`config.mk`:
```
export PLATFORM = sky130hd
export DESIGN_NAME = rt_transmit_msg_record
export DESIGN_NICKNAME = d
export VERILOG_FILES = /design/src/rt_tx_pkg.sv /design/src/info_word_build.sv /design/src/irq_status.sv /design/src/rt_transmit_msg_record.sv
export SDC_FILE = /design/constraint.sdc
export NUM_CORES = 1
export LEC_CHECK = 0
export BUFFER_PORTS_ARGS = -buffer_cell sky130_fd_sc_hd__clkbuf_2
export CORE_ASPECT_RATIO = 1.75
export CORE_UTILIZATION = 45
export CTS_BUF_LIST = sky130_fd_sc_hd__clkbuf_16
export CTS_CLUSTER_SIZE = 14
export DETAILED_ROUTE_END_ITERATION = 7
export PLACE_DENSITY = 0.76
export SKIP_LAST_GASP = 1
export SLEW_MARGIN = 20
export SYNTH_ARGS = -nofsm -noshare
export SYNTH_HDL_FRONTEND = slang
export SYNTH_SLANG_ARGS = --single-unit
```
`constraint.sdc`:
```
create_clock -name clock_i -period 3 [get_ports clock_i]
set_clock_uncertainty 0.15 [all_clocks]
set_input_delay 0.3 -clock clock_i [delete_from_list [all_inputs] [get_ports clock_i]]
set_output_delay 0.3 -clock clock_i [all_outputs]
set_load 0.05 [all_outputs]
```
`src/rt_tx_pkg.sv`:
```
// Package: record layout, information word fields, register map, interrupt bits and sequencer states for the transmit record block
package rt_tx_pkg;
   // -----------------------------------------------------------------
   // Record layout, relative to the descriptor data pointer
   // -----------------------------------------------------------------
   localparam logic [15:0] REC_INFO_OFS = 16'h0000;
   localparam logic [15:0] REC_TTAG_OFS = 16'h0001;
   localparam logic [15:0] REC_DATA_OFS = 16'h0002;

   // -----------------------------------------------------------------
   // Information word bit positions
   // -----------------------------------------------------------------
   localparam int GAP_OR_BROADCAST_BIT  = 13;
   localparam int WTALLY_ERR_BIT        = 12;
   localparam int MSG_FAULT_BIT         = 10;
   localparam int BUSY_BIT              = 9;
   localparam int ILLEGAL_BIT           = 8;
   localparam int TERM_XFER_BIT         = 6;
   localparam int BUS_SEL_BIT           = 5;
   localparam int TALLY_LSB             = 0;
   localparam int TALLY_W               = 5;
   // Extended configuration bit that selects gap versus broadcast meaning
   localparam int EXT_BROADCAST_SEL_BIT = 3;

   // -----------------------------------------------------------------
   // Register map of the plain register port (word offsets)
   // -----------------------------------------------------------------
   localparam logic [3:0] REG_EXT_CFG   = 4'h0;
   localparam logic [3:0] REG_STATUS    = 4'h1;
   localparam logic [3:0] REG_IRQ_CLR   = 4'h2;
   localparam logic [3:0] REG_IRQ_EN    = 4'h3;
   localparam logic [3:0] REG_LAST_INFO = 4'h4;
   localparam logic [3:0] REG_LAST_BASE = 4'h5;
   localparam logic [3:0] REG_GLB_BUSY  = 4'h6;

   // Reset values
   localparam logic [15:0] EXT_CFG_RST  = 16'h0000;
   localparam logic [2:0]  IRQ_EN_RST   = 3'h0;

   // Interrupt status bits
   localparam int IRQ_DONE_BIT  = 0;
   localparam int IRQ_FAULT_BIT = 1;
   localparam int IRQ_BUSY_BIT  = 2;
   localparam int IRQ_W         = 3;

   // Record sequencer states
   typedef enum logic [1:0] {
      ST_IDLE = 2'b00,
      ST_INFO = 2'b01,
      ST_TTAG = 2'b10
   } rec_state_e;
endpackage : rt_tx_pkg

```
`src/info_word_build.sv`:
```
// Combinational builder for the transmit information word
`timescale 1ns/100ps
module info_word_build (
   // Message outcome
   input  wire logic       broadcast_mode_i,
   input  wire logic       gap_seen_i,
   input  wire logic       broadcast_i,
   input  wire logic       extra_words_i,
   input  wire logic       busy_i,
   input  wire logic       illegal_i,
   input  wire logic       t2t_ok_i,
   input  wire logic       bus_b_i,
   input  wire logic [4:0] tally_i,
   // Result
   output logic      [15:0] info_o
);
   // ---------------------------------------------------------------
   // Assemble the word; unused bits stay zero
   // ---------------------------------------------------------------
   logic flag13;
   always_comb begin
      flag13 = broadcast_mode_i ? broadcast_i : gap_seen_i;
      info_o = 16'h0000;
      info_o[rt_tx_pkg::GAP_OR_BROADCAST_BIT] = flag13;
      info_o[rt_tx_pkg::WTALLY_ERR_BIT] = extra_words_i;
      // Fault summarises only the error conditions, not the broadcast meaning
      info_o[rt_tx_pkg::MSG_FAULT_BIT]  = extra_words_i | (~broadcast_mode_i & gap_seen_i);
      info_o[rt_tx_pkg::BUSY_BIT]       = busy_i;
      info_o[rt_tx_pkg::ILLEGAL_BIT]    = illegal_i;
      info_o[rt_tx_pkg::TERM_XFER_BIT]  = t2t_ok_i & ~extra_words_i & ~gap_seen_i & ~busy_i;
      info_o[rt_tx_pkg::BUS_SEL_BIT]    = bus_b_i;
      info_o[rt_tx_pkg::TALLY_LSB +: rt_tx_pkg::TALLY_W] = tally_i;
   end
endmodule : info_word_build

```
`src/irq_status.sv`:
```
// Sticky interrupt status with enable, write-one clear and level output
`timescale 1ns/100ps
module irq_status #(
   parameter int W = 3
) (
   // Clock and reset
   input  wire logic         clock_i,
   input  wire logic         rst_b_i,
   // Events and software control
   input  wire logic [W-1:0] event_i,
   input  wire logic [W-1:0] clear_i,
   input  wire logic [W-1:0] enable_i,
   // Results
   output logic      [W-1:0] status_o,
   output logic              irq_o
);
   logic [W-1:0] status_reg;
   logic [W-1:0] status_next;
   logic         irq_reg;
   logic         irq_next;

   // Set wins over clear so an event in the clearing cycle is kept
   always_comb begin
      status_next = (status_reg & ~clear_i) | event_i;
      irq_next    = |(status_next & enable_i);
   end

   // Registers
   always_ff @(posedge clock_i) begin
      if (!rst_b_i) begin
         status_reg <= '0;
         irq_reg    <= 1'b0;
      end else begin
         status_reg <= status_next;
         irq_reg    <= irq_next;
      end
   end

   assign status_o = status_reg;
   assign irq_o    = irq_reg;
endmodule : irq_status

```
`src/rt_transmit_msg_record.sv`:
```
// Remote terminal transmit subaddress record writer: RAM record layout, status word build, registers
//
// Decided for this implementation: the plain strobed port and the address map.
`timescale 1ns/100ps

// Function
// - The data pointer is the record base: info word at base, time tag at base+1, data from base+2.
// - Information and time-tag words are written only after the message has completed.
// - With the select bit clear, bit 13 flags a gap error after the transmit command word.
// - With the select bit set, bit 13 flags that the message was broadcast.
// - Bit 12 flags a word count error when unexpected data words arrive with the command.
// - Bit 10 flags a message error whenever a bit 12 or bit 13 error occurred.
// - Bit 9 flags a busy answer, from global busy or the command's force-busy bit, and no data is sent.
// - Bit 8 flags that the illegalization entry for the command was one.
// - Bit 6 flags an error-free terminal-to-terminal transfer.
// - Bit 5 is zero for bus A and one for bus B.
// - Bits 4 to 0 carry the command word count, zero meaning 32.
module rt_transmit_msg_record #(
   parameter int AW = 16
) (
   // Clock and reset
   input  wire logic          clock_i,
   input  wire logic          rst_b_i,
   // Message from the protocol engine
   input  wire logic          cmd_start_i,
   input  wire logic [AW-1:0] data_pointer_i,
   input  wire logic [4:0]    command_word_tally_i,
   input  wire logic          command_force_busy_i,
   input  wire logic          illegal_entry_i,
   input  wire logic          bus_b_i,
   input  wire logic          broadcast_i,
   input  wire logic          gap_seen_i,
   input  wire logic          extra_words_i,
   input  wire logic          t2t_ok_i,
   input  wire logic          msg_done_i,
   input  wire logic [15:0]   time_tag_i,
   // Data word fetch for the transmitter
   input  wire logic          data_req_i,
   input  wire logic [4:0]    data_index_i,
   output logic               data_rd_o,
   output logic    [AW-1:0]   data_addr_o,
   output logic               send_inhibit_o,
   // Shared RAM write port
   output logic               ram_we_o,
   output logic    [AW-1:0]   ram_addr_o,
   output logic    [15:0]     ram_wdata_o,
   // Register port
   input  wire logic [3:0]    reg_addr_i,
   input  wire logic [15:0]   reg_wdata_i,
   input  wire logic          reg_wr_i,
   input  wire logic          reg_rd_i,
   output logic    [15:0]     reg_rdata_o,
   // Interrupt
   output logic               irq_o
);
   if (AW < 3 || AW > 16) begin : g_aw_check
      $error("AW must lie between 3 and 16");
   end

   // ---------------------------------------------------------------
   // Address arithmetic
   // ---------------------------------------------------------------
   function automatic logic [AW-1:0] rec_addr(input logic [AW-1:0] base, input logic [15:0] ofs);
      rec_addr = base + ofs[AW-1:0];
   endfunction : rec_addr

   // ---------------------------------------------------------------
   // State
   // ---------------------------------------------------------------
   rt_tx_pkg::rec_state_e state_reg, state_next;
   logic [AW-1:0] base_reg, base_next;
   logic [4:0]    tally_reg, tally_next;
   logic          busy_reg, busy_next;
   logic          ill_reg, ill_next;
   logic          bus_reg, bus_next;
   logic [15:0]   info_reg, info_next;
   logic [15:0]   ttag_reg, ttag_next;
   logic          we_reg, we_next;
   logic [AW-1:0] waddr_reg, waddr_next;
   logic [15:0]   wdata_reg, wdata_next;
   logic          drd_reg, drd_next;
   logic [AW-1:0] daddr_reg, daddr_next;
   logic          inh_reg, inh_next;
   logic [15:0]   last_info_reg, last_info_next;
   logic [AW-1:0] last_base_reg, last_base_next;
   logic [2:0]    evt_next;
   logic [2:0]    evt_reg;

   // Registers written by software, then read data, status and info word signals
   logic [15:0] ext_cfg_reg, ext_cfg_next;
   logic        glb_busy_reg, glb_busy_next;
   logic [2:0]  irq_en_reg, irq_en_next;
   logic [2:0]  irq_clr;
   logic [15:0] rdata_reg, rdata_next;
   logic [2:0]  irq_stat;
   logic [15:0] built_info;
   logic        busy_now;

   assign busy_now = glb_busy_reg | command_force_busy_i;

   info_word_build u_build (
      .broadcast_mode_i (ext_cfg_reg[rt_tx_pkg::EXT_BROADCAST_SEL_BIT]),
      .gap_seen_i    (gap_seen_i),
      .broadcast_i   (broadcast_i),
      .extra_words_i (extra_words_i),
      .busy_i        (busy_reg),
      .illegal_i     (ill_reg),
      .t2t_ok_i      (t2t_ok_i),
      .bus_b_i       (bus_reg),
      .tally_i       (tally_reg),
      .info_o        (built_info)
   );

   // ---------------------------------------------------------------
   // Record sequencer: latch the command, write info then time tag
   // ---------------------------------------------------------------
   always_comb begin
      state_next     = state_reg;
      base_next      = base_reg;
      tally_next     = tally_reg;
      busy_next      = busy_reg;
      ill_next       = ill_reg;
      bus_next       = bus_reg;
      info_next      = info_reg;
      ttag_next      = ttag_reg;
      we_next        = 1'b0;
      waddr_next     = waddr_reg;
      wdata_next     = wdata_reg;
      last_info_next = last_info_reg;
      last_base_next = last_base_reg;
      evt_next       = 3'h0;
      case (state_reg)
         rt_tx_pkg::ST_IDLE: begin
            if (cmd_start_i) begin
               base_next  = data_pointer_i;
               tally_next = command_word_tally_i;
               busy_next  = busy_now;
               ill_next   = illegal_entry_i;
               bus_next   = bus_b_i;
            end else if (msg_done_i) begin
               // Nothing goes to RAM until the message is over
               info_next  = built_info;
               ttag_next  = time_tag_i;
               we_next    = 1'b1;
               waddr_next = rec_addr(base_reg, rt_tx_pkg::REC_INFO_OFS);
               wdata_next = built_info;
               state_next = rt_tx_pkg::ST_INFO;
            end
         end
         rt_tx_pkg::ST_INFO: begin
            we_next    = 1'b1;
            waddr_next = rec_addr(base_reg, rt_tx_pkg::REC_TTAG_OFS);
            wdata_next = ttag_reg;
            state_next = rt_tx_pkg::ST_TTAG;
         end
         rt_tx_pkg::ST_TTAG: begin
            last_info_next = info_reg;
            last_base_next = base_reg;
            evt_next[rt_tx_pkg::IRQ_DONE_BIT]  = 1'b1;
            evt_next[rt_tx_pkg::IRQ_FAULT_BIT] = info_reg[rt_tx_pkg::MSG_FAULT_BIT];
            evt_next[rt_tx_pkg::IRQ_BUSY_BIT]  = info_reg[rt_tx_pkg::BUSY_BIT];
            state_next = rt_tx_pkg::ST_IDLE;
         end
         default: state_next = rt_tx_pkg::ST_IDLE;
      endcase
   end

   // ---------------------------------------------------------------
   // Data fetch: data words begin two words past the base
   // ---------------------------------------------------------------
   always_comb begin
      // Busy answer sends no data words at all
      inh_next   = busy_reg;
      drd_next   = data_req_i & ~busy_reg;
      daddr_next = rec_addr(base_reg, rt_tx_pkg::REC_DATA_OFS + {11'h000, data_index_i});
   end

   // ---------------------------------------------------------------
   // Register port: decode writes and reads
   // ---------------------------------------------------------------
   always_comb begin
      ext_cfg_next  = ext_cfg_reg;
      glb_busy_next = glb_busy_reg;
      irq_en_next   = irq_en_reg;
      irq_clr       = 3'h0;
      rdata_next    = 16'h0000;
      if (reg_wr_i) begin
         if (reg_addr_i == rt_tx_pkg::REG_EXT_CFG) begin
            ext_cfg_next = reg_wdata_i;
         end else if (reg_addr_i == rt_tx_pkg::REG_IRQ_CLR) begin
            irq_clr = reg_wdata_i[2:0];
         end else if (reg_addr_i == rt_tx_pkg::REG_IRQ_EN) begin
            irq_en_next = reg_wdata_i[2:0];
         end else if (reg_addr_i == rt_tx_pkg::REG_GLB_BUSY) begin
            glb_busy_next = reg_wdata_i[0];
         end
      end
      if (reg_rd_i) begin
         if (reg_addr_i == rt_tx_pkg::REG_EXT_CFG) begin
            rdata_next = ext_cfg_reg;
         end else if (reg_addr_i == rt_tx_pkg::REG_STATUS) begin
            rdata_next = {13'h0000, irq_stat};
         end else if (reg_addr_i == rt_tx_pkg::REG_IRQ_EN) begin
            rdata_next = {13'h0000, irq_en_reg};
         end else if (reg_addr_i == rt_tx_pkg::REG_LAST_INFO) begin
            rdata_next = last_info_reg;
         end else if (reg_addr_i == rt_tx_pkg::REG_LAST_BASE) begin
            rdata_next = 16'(last_base_reg);
         end else if (reg_addr_i == rt_tx_pkg::REG_GLB_BUSY) begin
            rdata_next = {15'h0000, glb_busy_reg};
         end
      end
   end

   irq_status #(.W(rt_tx_pkg::IRQ_W)) u_irq (
      .clock_i  (clock_i),
      .rst_b_i  (rst_b_i),
      .event_i  (evt_reg),
      .clear_i  (irq_clr),
      .enable_i (irq_en_reg),
      .status_o (irq_stat),
      .irq_o    (irq_o)
   );

   // ---------------------------------------------------------------
   // All registers
   // ---------------------------------------------------------------
   always_ff @(posedge clock_i) begin
      if (!rst_b_i) begin
         state_reg     <= rt_tx_pkg::ST_IDLE;
         base_reg      <= '0;
         tally_reg     <= 5'h00;
         busy_reg      <= 1'b0;
         ill_reg       <= 1'b0;
         bus_reg       <= 1'b0;
         info_reg      <= 16'h0000;
         ttag_reg      <= 16'h0000;
         we_reg        <= 1'b0;
         waddr_reg     <= '0;
         wdata_reg     <= 16'h0000;
         drd_reg       <= 1'b0;
         daddr_reg     <= '0;
         inh_reg       <= 1'b0;
         last_info_reg <= 16'h0000;
         last_base_reg <= '0;
         evt_reg       <= 3'h0;
         ext_cfg_reg   <= rt_tx_pkg::EXT_CFG_RST;
         glb_busy_reg  <= 1'b0;
         irq_en_reg    <= rt_tx_pkg::IRQ_EN_RST;
         rdata_reg     <= 16'h0000;
      end else begin
         state_reg     <= state_next;
         base_reg      <= base_next;
         tally_reg     <= tally_next;
         busy_reg      <= busy_next;
         ill_reg       <= ill_next;
         bus_reg       <= bus_next;
         info_reg      <= info_next;
         ttag_reg      <= ttag_next;
         we_reg        <= we_next;
         waddr_reg     <= waddr_next;
         wdata_reg     <= wdata_next;
         drd_reg       <= drd_next;
         daddr_reg     <= daddr_next;
         inh_reg       <= inh_next;
         last_info_reg <= last_info_next;
         last_base_reg <= last_base_next;
         evt_reg       <= evt_next;
         ext_cfg_reg   <= ext_cfg_next;
         glb_busy_reg  <= glb_busy_next;
         irq_en_reg    <= irq_en_next;
         rdata_reg     <= rdata_next;
      end
   end

   assign ram_we_o       = we_reg;
   assign ram_addr_o     = waddr_reg;
   assign ram_wdata_o    = wdata_reg;
   assign data_rd_o      = drd_reg;
   assign data_addr_o    = daddr_reg;
   assign send_inhibit_o = inh_reg;
   assign reg_rdata_o    = rdata_reg;
endmodule : rt_transmit_msg_record

```
# After elaboration in Yosys (flattened, before gate mapping)
# Index checks and enable logic that the tools add are counted.
# word_totals
ff_bits	176
inputBits	76
output_inout_bits	68
word_cells	92
# op_classes
n_addsub	3
eq_ne	10
n_mux	23
bitwise	19
n_reduce_logical	13
# op_table
operator	count
16-bit 2-to-1 mux	9
16-bit one-hot mux with 2 select lines	2
16-bit by 1-bit adder with 16-bit output (second input constant)	1
16-bit by 6-bit adder with 16-bit output	1
4-bit by 3-bit equality test with 1-bit output (second input constant)	3
2-bit AND reduction	5
3-bit 2-to-1 mux	3
4-bit by 2-bit equality test with 1-bit output (second input constant)	2
1-bit NOT	8
2-bit by 5-bit adder with 6-bit output (first input constant)	1
3-bit AND	2
3-bit AND reduction	2
1-bit AND	5
1-bit 2-to-1 mux	5
5-bit AND reduction	1
4-bit by 1-bit equality test with 1-bit output (second input constant)	1
4-bit zero test	1
2-bit 2-to-1 mux	2
2-bit inequality test (second input constant)	2
2-bit one-hot mux with 2 select lines	1
4-bit AND reduction	1
3-bit NOT	1
3-bit OR	1
3-bit OR reduction	1
6 further kinds	7

# Depth between registers and ports, before layout
# Gate-level depths: netlist of the first run.
# logic_depth
ltp_word	9
mapped_depth	9
mapped_depth_nobuf	9

# Hierarchy
# Synthesis of the first run repeated with hierarchy kept, for this count alone.
# hier_totals
cells_unflattened	898
area_unflattened_um2	7382.1
# by_module_without_submodules
mod	instances	cells_each	area_each_um2	seq_area_each_um2
rt_transmit_msg_record	1	866	7096.8	3603.5
info_word_build	1	20	143.9	0.0
irq_status	1	12	141.4	80.1

# Worst setup path after synthesis of the first run
# OpenSTA, ideal clock, no wires.
# synth_path
kind	register to register
start	reg base_reg[1]
end	reg daddr_reg[9], in the netlist data_addr_o[9]
arrival_time_ps	2405
required_ps	2731
path_slack_ps	327
stages_incl_launch_ff	10
period_less_slack_ps	2673
path_cell_list	dfxtp_1 > inv_1 > ha_1 > inv_1 > ha_1 > fa_1 > a211o_1 > a21oi_1 > nor3_1 > o221a_2
# synth_via
elab_chain_len	1
# synth_lines
element	line	text
start, declared	rt_transmit_msg_record.sv:71	logic [AW-1:0] base_reg, base_next;
start signal, assigned	rt_transmit_msg_record.sv:253	base_reg <= base_next;
16-bit by 6-bit adder with 16-bit output	rt_transmit_msg_record.sv:64	rec_addr = base + ofs[AW-1:0];
end signal, assigned	rt_transmit_msg_record.sv:264	daddr_reg <= daddr_next;
end, declared	rt_transmit_msg_record.sv:82	logic [AW-1:0] daddr_reg, daddr_next;
# Every way passes these cells.
# A chain may end at the register's enable or synchronous reset.

# Final worst setup path of the first run
# Ends and elaborated chain as after synthesis.

==> results.yml, run 1 <==
logic_synthesis:
  netlist_instances: 847
  async_flop_share_pct: 0
  synth_edf_count: 0
  synth_fp_nets: 935
  ys_ff_latch: 176
  syn-cell-area_um2: 6930
  synthDistinctLibCells: 53
  ys_seq_area_share_pct: 50.8
  avgSynthCellArea_um2: 8.19
  ys_warn_count: 0
  synthFlopType: "dfxtp_1"
sta:
  drv_slew: 0
  slew_headroom_pct: 35.2
  setup_viol: 0
  rsz0062_at_grt: "false"
  setup_slack_ns: 0.438
  fmax_mhz: 390
  hold_ws_ns: 0.0297
  period_needed_ns: 2.56
  hold_viol_final: 0
  finalSetupTns_ns: 0
  fin_crit_sh_pct: 85.4
  worst_pin_slew_ns: 0.972
die:
  coreArea_um2: 15000
  start_util_pct: 46.3
  die_area_um2: 15900
  ios: 144
  rows: 59
  die_w_um: 95.8
  fp.dieH_um: 166
grt:
  grt_max_degree: 85
  grt_pass1_vias: 6440
  grt_pass1_wl_um: 31900
  grt_util_all_layers_pct: 26.0
  antenna_found_initial: 0
  grt_remaining_overflow: 0
critical_path:
  reg2reg_depth: 10
  r2r-end: "data_addr_o[9]$_SDFF_PN0_"
  reg2reg_slack_ns: 0.44
  r2r_start: "base_reg[1]$_SDFFE_PN0P_"
  path_cells: "inv_1, ha_1, inv_1, ha_1, fa_1, a211o_1, a21oi_1, buf_4, nor3_1, o221a_2"
  cp_max_fo: 9
  crit_family: "adder cells"
  cp-start-kind: "flip-flop"
  crit_path_end_kind: "flip-flop"
  crit_arrival_ns: 2.73
  required_ns: 3.17
  max_stage_delay_ns: 0.44
  path_class: "flip-flop to flip-flop"
  slowest_stage: "fa_1"
  critPathBufInv: 3
placement:
  pre_cts_ws_ns: 0.442
  port_buffers: 143
  hpwlAfterDp_um: 13100
  gp_congestion: 0.856
worst_hold_path:
  whs_path_depth: 3
  min_from: "reg_wdata_i[0]"
  hp-class: "input port to flip-flop"
  min_delay_worst_endpoint: "ext_cfg_reg[0]$_SDFFE_PN0P_"
layout:
  areaGrowthSynthToFinish_pct: 30.0
  final_nets: 1110
  layout_commonest_cell: "nand2_1"
  fillers: 1351
  diodes: 0
  drive_gt1_share_pct: 19.7
  mostFrequentLayoutCells: "224 x nand2_1, 176 x dfxtp_1, 143 x clkbuf_2"
run:
  cap_violations: 0
routing:
  via_per_inst: 5.47
  drt.antenna.violating_nets: 0
  drt_iter0_drc: 439
  vias: 6654
  drc: 0
  wl_um: 19700
  drt-wirelength-per-cell_um: 16.2
  dr.pass1.iters: 5
clock_tree:
  clock-sinks: 176
  tritoncts: "yes"
  cts_buffers: 17
  htreeDepth: 4
  insertion_delay_ns: 0.43
  cts_max_path_buffers: 2
  cts-root-buf: "clkbuf_16"
  cts_resized: 0
  clk_pin_slew_ns: 0.07
status:
  status: "finished, final reports clean"
power:
  vdd.ir_drop.worst_v: 0.000469
  p_leak_nw: 3.56
  p_per_area_nw_per_um2: 619
cells in the mapped netlist, types with 2 or more instances:
cell	number	area share, %
nor3b_1	2	0.22
nor4bb_1	2	0.29
ha_1	11	2.0
a221oi_1	2	0.25
and2_1	6	0.54
nor3_1	9	0.65
nand3_1	10	0.72
buf_1	3	0.16
a21o_1	2	0.22
o21ai_0	37	2.7
a22oi_1	14	1.5
mux2i_1	5	0.72
nand3b_1	2	0.22
a211oi_1	7	0.76
nor4_1	4	0.36
xor2_1	2	0.25
o21bai_1	2	0.22
a311oi_1	3	0.38
a31oi_1	16	1.4
nand2_1	224	12
nand2b_1	5	0.45
xnor2_1	6	0.76
or4_1	4	0.43
inv_1	16	0.87
clkbuf_1	47	2.5
a41oi_1	2	0.25
a21oi_1	133	9.6
buf_2	11	0.79
o21a_1	2	0.22
nor2b_1	6	0.54
nor2_1	32	1.7
nand4_1	4	0.36
dfxtp_1	176	51
and3_1	6	0.54
or3_1	10	0.90
o31ai_1	7	0.76
stage by stage:
stage	util [%]	cell area (um^2)	power [mW]	cells
floorplan	-	6930	2.93	847
global placement	52.0	7800	3.12	1130
detailed placement	52.0	7800	3.13	1130
CTS	60.1	9010	5.61	1217
global route	60.1	9010	5.78	1217
finish	60.1	9010	5.58	1217
per-layer routing:
metal  wire length [um]  vias to the layer above  GRT usage [%]
met5                  0                        -              0
met4                801                        0           12.6
met3                927                       57           5.49
met2              10300                      240           44.2
met1               7670                     3105           30.2
li1                   -                     3252              -
worst reg2reg max path, cell delays in order, from the launching register on:
cell	delay [ns]
dfxtp_1	0.33
inv_1	0.05
ha_1	0.26
inv_1	0.05
ha_1	0.24
fa_1	0.44
a211o_1	0.33
a21oi_1	0.14
buf_4	0.17
nor3_1	0.06
o221a_2	0.24
repair_timing:
| item | CTS | global route |
|---|---|---|
| endpoints found under the hold margin | 57 | 0 |
| hold buffers | 56 | 0 |
| buffers inserted | 0 | 0 |
how the worst max path moves through the flow:
stage | cells past startpoint | endpoint | start | slack, ns
finish | 10 | data_addr_o[9]$_SDFF_PN0_ | base_reg[1]$_SDFFE_PN0P_ | 0.44
CTS | 10 | data_addr_o[9]$_SDFF_PN0_ | base_reg[1]$_SDFFE_PN0P_ | 0.49
floorplan | 9 | data_addr_o[9]$_SDFF_PN0_ | base_reg[1]$_SDFFE_PN0P_ | 0.33
global placement | 11 | data_addr_o[9]$_SDFF_PN0_ | data_index_i[1] | 0.46
detailed placement | 11 | data_addr_o[9]$_SDFF_PN0_ | data_index_i[1] | 0.44
global route | 10 | data_addr_o[9]$_SDFF_PN0_ | base_reg[1]$_SDFFE_PN0P_ | 0.32
cell type report:
class / instances / area [um^2] / share of cell area (%)
flip-flops and latches: 176 / 3520 / 39.1
clock inverters: 14 / 228 / 2.53
multi-input cells: 593 / 3120 / 34.6
well taps: 183 / 229 / 2.54
inverters: 17 / 65.1 / 0.722
clock buffers: 17 / 425 / 4.72
repair buffers: 217 / 1420 / 15.8
report_power, final:
group	total [mW]	switching, mW	internal, mW
sequential	2.49	0.0690	2.42
combinational	0.650	0.428	0.222
clock	2.44	0.948	1.49
kinds of logic after synthesis:
group                      count (synthesis)  synth area share (%)
buffers and inverters                     78                  4.42
adders and majority gates                 12                  2.27
xor gates and xnor gates                   8                  1.01
DFF                                      176                  50.8
AOI/OAI and AO/OA                        232                  19.0
muxes                                      5                 0.722
and+or+nand+nor                          336                  21.8
No activity file was read; power rests on OpenSTA's default activity.
==> run 2, diff against run 1 <==
--- a/config.mk
+++ b/config.mk
@@ -6,12 +6,14 @@
 export NUM_CORES = 1
 export LEC_CHECK = 0
 export BUFFER_PORTS_ARGS = -buffer_cell sky130_fd_sc_hd__clkbuf_2
+export CELL_PAD_IN_SITES_DETAIL_PLACEMENT = 0
+export CELL_PAD_IN_SITES_GLOBAL_PLACEMENT = 1
 export CORE_ASPECT_RATIO = 1.75
-export CORE_UTILIZATION = 45
+export CORE_UTILIZATION = 40
 export CTS_BUF_LIST = sky130_fd_sc_hd__clkbuf_16
 export CTS_CLUSTER_SIZE = 14
 export DETAILED_ROUTE_END_ITERATION = 7
-export PLACE_DENSITY = 0.76
+export PLACE_DENSITY = 0.87
 export SKIP_LAST_GASP = 1
 export SLEW_MARGIN = 20
 export SYNTH_ARGS = -nofsm -noshare
==> run 2 against run 1 <==
  * Power decreased by 2.2%
  * Wire length decreased by 2.0%
  * Global-route usage decreased by 3.9 points
  * Non-clock buffer count decreased by 1
  * Via count decreased by 2.5%
  * Largest power group unchanged
  * Critical endpoint is now data_addr_o[13]$_SDFF_PN0_
==> results.yml, run 2 (same netlist as run 1, synthesis figures left out) <==
status:
  status: "finished, final reports clean"
grt:
  grt_max_degree: 54
  grt_util_all_layers_pct: 22.0
  grt_pass1_vias: 5949
  grt_remaining_overflow: 0
  grt_pass1_wl_um: 30200
  antenna_found_initial: 0
critical_path:
  path_class: "flip-flop to flip-flop"
  cp_max_fo: 8
  reg2reg_slack_ns: 0.48
  required_ns: 3.16
  crit_arrival_ns: 2.68
  cp-start-kind: "flip-flop"
  crit_path_end_kind: "flip-flop"
sta:
  period_needed_ns: 2.52
  drv_slew: 0
  fmax_mhz: 396
  rsz0062_at_grt: "false"
  hold_viol_final: 0
  finalSetupTns_ns: 0
  slew_headroom_pct: 35.3
  setup_viol: 0
  worst_pin_slew_ns: 0.968
  fin_crit_sh_pct: 84.2
layout:
  finalCoreUtilization_pct: 53.2
  layout_commonest_cell: "nand2_1"
  final_cell_area_um2: 9010
  mostFrequentLayoutCells: "224 x nand2_1, 176 x dfxtp_1, 143 x clkbuf_2"
  final_nets: 1109
  areaGrowthSynthToFinish_pct: 30.0
  diodes: 0
  drive_gt1_share_pct: 19.8
power:
  p_int_mw: 3.98
  pwr-share-clk_pct: 42.6
  p_leak_nw: 3.54
  p_seq_share_pct: 45.7
  p_per_area_nw_per_um2: 606
  switchingPower_mw: 1.48
  total_power_mw: 5.46
  combPwrFrac_pct: 11.7
  vdd.ir_drop.worst_v: 0.000321
  swShare_pct: 27.0
clock_tree:
  htreeDepth: 4
  insertion_delay_ns: 0.42
  clk_pin_slew_ns: 0.07
  cts-root-buf: "clkbuf_16"
  tritoncts: "yes"
  cts_max_path_buffers: 2
  clock-sinks: 176
  cts_buffers: 17
routing:
  via_per_inst: 5.14
  dr.pass1.iters: 5
  drc: 0
  drt-wirelength-per-cell_um: 15.4
  drt.antenna.violating_nets: 0
  wl_um: 19400
  drt_iter0_drc: 277
  vias: 6485
die:
  rows: 63
  ios: 144
  fp.dieH_um: 176
  die_w_um: 102
  start_util_pct: 40.9
  die_area_um2: 17900
  coreArea_um2: 16900
worst_hold_path:
  hp-class: "input port to flip-flop"
placement:
  hpwlAfterDp_um: 13600
  gp_congestion: 0.852
  port_buffers: 143
  post_dp_cell_area_um2: 7850
run:
  cap_violations: 0
[run 2: cell count changes in the layout (fill, tap and decap cells not counted), moves of 2 or more]
| cell | before | now |
|---|---|---|
| buf_4 | 17 | 19 |
| bufinv_16 | 5 | 3 |
| clkinv_2 | 2 | 0 |
| clkinv_4 | 4 | 2 |
| dlygate4sd3_1 | 56 | 54 |
| inv_6 | 3 | 5 |
| inv_8 | 1 | 3 |
[run 2: repair_timing]
action | CTS | global route
buffers inserted | 0 | 0
hold buffers | 54 | 0
hold endpoints to repair | 54 | 0
gates resized for setup | 0 | 0
[run 2: area by class of cell]
type	instances	area, um^2
inverter	17	66.3
tap	227	284
clock buffer	17	425
fill	1639	7930
timing repair buffer	216	1400
sequential	176	3520
clock inverter	15	196
multi-input combinational	593	3120
[run 2: final timing paths]
check | start | end | cells after the start
worst max-delay path | base_reg[1]$_SDFFE_PN0P_ | data_addr_o[13]$_SDFF_PN0_ | 10
worst min-delay path | command_force_busy_i | busy_reg$_SDFFE_PN0P_ | 3
worst max register to register | base_reg[1]$_SDFFE_PN0P_ | data_addr_o[13]$_SDFF_PN0_ | 10
worst min register to register | info_reg[1]$_SDFFE_PN0P_ | last_info_reg[1]$_SDFFE_PN0P_ | 2
[run 2: power groups by stage]
stage / combinational (mW) / clock (mW) / sequential [mW]
3_5_place_dp: 0.583 / 0 / 2.55
3_3_place_gp: 0.578 / 0 / 2.54
6_report: 0.641 / 2.32 / 2.49
5_1_grt: 0.694 / 2.46 / 2.50
4_1_cts: 0.641 / 2.37 / 2.49
2_1_floorplan: 0.258 / 0 / 2.67
[run 2: worst max-delay path, cell delays in order, from the launching register on]
cell and delay, ns:
dfxtp_1 0.33, inv_1 0.04, ha_1 0.26, inv_1 0.04
ha_1 0.22, fa_1 0.44, a211o_1 0.34, a21oi_1 0.19
buf_4 0.19, o31ai_1 0.08, o311a_1 0.13
[run 2: routing by layer]
metal | part of all wire, % | GRT usage, %
met3 | 4.6 | 3.29
met5 | 0 | 0
met1 | 40 | 26.7
met2 | 52 | 37.4
met4 | 3.2 | 11.1
[run 2: stage by stage]
stage | cells | hold slack (ns) | setup WS [ns]
3_3_place_gp | 1175 | 0.287 | 0.492
3_5_place_dp | 1175 | 0.293 | 0.453
2_1_floorplan | 847 | 0.273 | 0.327
6_report | 1261 | 0.0192 | 0.475
5_1_grt | 1261 | 0.0143 | 0.344
4_1_cts | 1261 | 0.00293 | 0.489
==> run 3, diff against run 2 <==
==> constraint.sdc (replaced) <==
create_clock -name clock_i -period 2.35 [get_ports clock_i]
set_clock_uncertainty 0.15 [all_clocks]
set_input_delay 0.235 -clock clock_i [delete_from_list [all_inputs] [get_ports clock_i]]
set_output_delay 0.235 -clock clock_i [all_outputs]
set_load 0.05 [all_outputs]
==> run 3 against run 2 <==
  * Register-to-register slack lost 0.47 ns
  * Combinational power grew 43%
  * Worst hold slack gained 0.0088 ns
  * Largest power group unchanged
  * Final cell count grew 2.3%
  * Sequential share of layout area shrank 1.3 points
  * Final area grew 3.6%
  * Critical path type unchanged
==> results.yml, run 3 (same netlist as run 1, synthesis figures left out) <==
layout:
  diodes: 0
  fillers: 1616
  mostFrequentLayoutCells: "224 x nand2_1, 175 x dfxtp_1, 143 x clkbuf_2"
  final_cell_area_um2: 9340
  drive_gt1_share_pct: 22.3
  areaGrowthSynthToFinish_pct: 34.7
  layout_commonest_cell: "nand2_1"
  final_nets: 1140
  finalCoreUtilization_pct: 55.1
  final_cells: 1290
clock_tree:
  cts_max_path_buffers: 2
  htreeDepth: 4
  cts_buffers: 17
  tritoncts: "yes"
  clock-sinks: 176
  insertion_delay_ns: 0.43
  clk_pin_slew_ns: 0.07
  cts-root-buf: "clkbuf_16"
die:
  rows: 63
  start_util_pct: 40.9
  die_w_um: 102
  ios: 144
  coreArea_um2: 16900
  die_area_um2: 17900
  fp.dieH_um: 176
sta:
  finalSetupTns_ns: 0
  hold_ws_ns: 0.0280
  drv_slew: 0
  rsz0062_at_grt: "true"
  hold_viol_final: 0
  setup_slack_ns: 0.00161
  worst_pin_slew_ns: 0.563
  period_needed_ns: 2.35
  fmax_mhz: 426
  slew_headroom_pct: 62.4
  setup_viol: 0
  fin_crit_sh_pct: 99.9
routing:
  wl_um: 20100
  drc: 0
  drt_iter0_drc: 379
  via_per_inst: 5.17
  vias: 6666
  dr.pass1.iters: 6
  drt-wirelength-per-cell_um: 15.6
  drt.antenna.violating_nets: 0
critical_path:
  path_common_cell: "ha_4"
  crit_family: "adder cells"
  reg2reg_depth: 10
  crit_path_end_kind: "flip-flop"
  cp-start-kind: "flip-flop"
  cp_max_fo: 4
  path_cells: "inv_4, ha_4, inv_2, ha_4, fa_2, a211o_1, a21oi_4, buf_6, o31ai_4, o311a_1"
  path_class: "flip-flop to flip-flop"
  cp.depth: 10
  crit_arrival_ns: 2.52
  required_ns: 2.52
  critPathBufInv: 3
  slowest_stage: "dfxtp_4"
  max_stage_delay_ns: 0.36
placement:
  dpl.cell_count: 1196
  post_dp_cell_area_um2: 8080
  gp_congestion: 0.879
  pre_cts_ws_ns: -0.0119
  port_buffers: 143
  hpwlAfterDp_um: 14100
run:
  cap_violations: 0
grt:
  antenna_found_initial: 0
  grt_pass1_wl_um: 31800
  grt_remaining_overflow: 0
  grt_util_all_layers_pct: 23.1
  grt_pass1_vias: 6447
  grt_max_degree: 49
power:
  vdd.ir_drop.worst_v: 0.000435
  p_leak_nw: 3.69
  total_power_mw: 6.84
  p_per_area_nw_per_um2: 732
status:
  status: "finished, final reports clean"
worst_hold_path:
  hp-class: "input port to flip-flop"
  whs_path_depth: 4
run 3: metal layers:
| metal | track usage [%] | share of wire, % | up-vias |
|---|---|---|---|
| li1 | - | - | 3304 |
| met1 | 27.1 | 40 | 3085 |
| met2 | 39.6 | 51 | 222 |
| met3 | 3.84 | 4.6 | 55 |
| met4 | 12.2 | 4.4 | 0 |
| met5 | 0 | 0 | - |
run 3: worst reg2reg max path: stages (launching register included):
cell     delay (ns)
dfxtp_4        0.36
inv_4          0.04
ha_4           0.25
inv_2          0.04
ha_4           0.16
fa_2           0.36
a211o_1        0.32
a21oi_4        0.23
buf_6          0.16
o31ai_4        0.05
o311a_1        0.13
run 3: path summary, 6_finish.rpt:
| kind | from | endpoint | slack [ns] |
|---|---|---|---|
| hold / removal | gap_seen_i | ram_wdata_o[6]$_SDFFE_PN0P_ | 0.03 |
| setup / recovery | base_reg[1]$_SDFFE_PN0P_ | data_addr_o[13]$_SDFF_PN0_ | 0.002 |
| setup reg to reg | base_reg[1]$_SDFFE_PN0P_ | data_addr_o[13]$_SDFF_PN0_ | 0.002 |
| hold reg to reg | ttag_reg[0]$_SDFFE_PN0P_ | ttag_reg[0]$_SDFFE_PN0P_ | 0.30 |
run 3: final cells by class:
type	instances	area, um^2	area share, %
clock buffer	17	425	4.55
sequential	176	3530	37.8
inverter	17	67.6	0.723
timing repair buffer	247	1710	18.3
multi-input combinational	593	3190	34.2
tap	227	284	3.04
clock inverter	13	138	1.47
run 3: timing repair:
action                                  4_1_cts  5_1_grt
pin swaps                                     3        9
hold buffers                                 61        0
endpoints found under the hold margin        70        0
endpoints found under the setup margin        3        9
buffers inserted                              1        2
resized for setup                             0       13
run 3: where the power goes:
part           total, mW  internal (mW)  switching, mW
Sequential          3.16           3.09         0.0705
Clock               2.76           1.56           1.20
Combinational      0.917          0.333          0.584
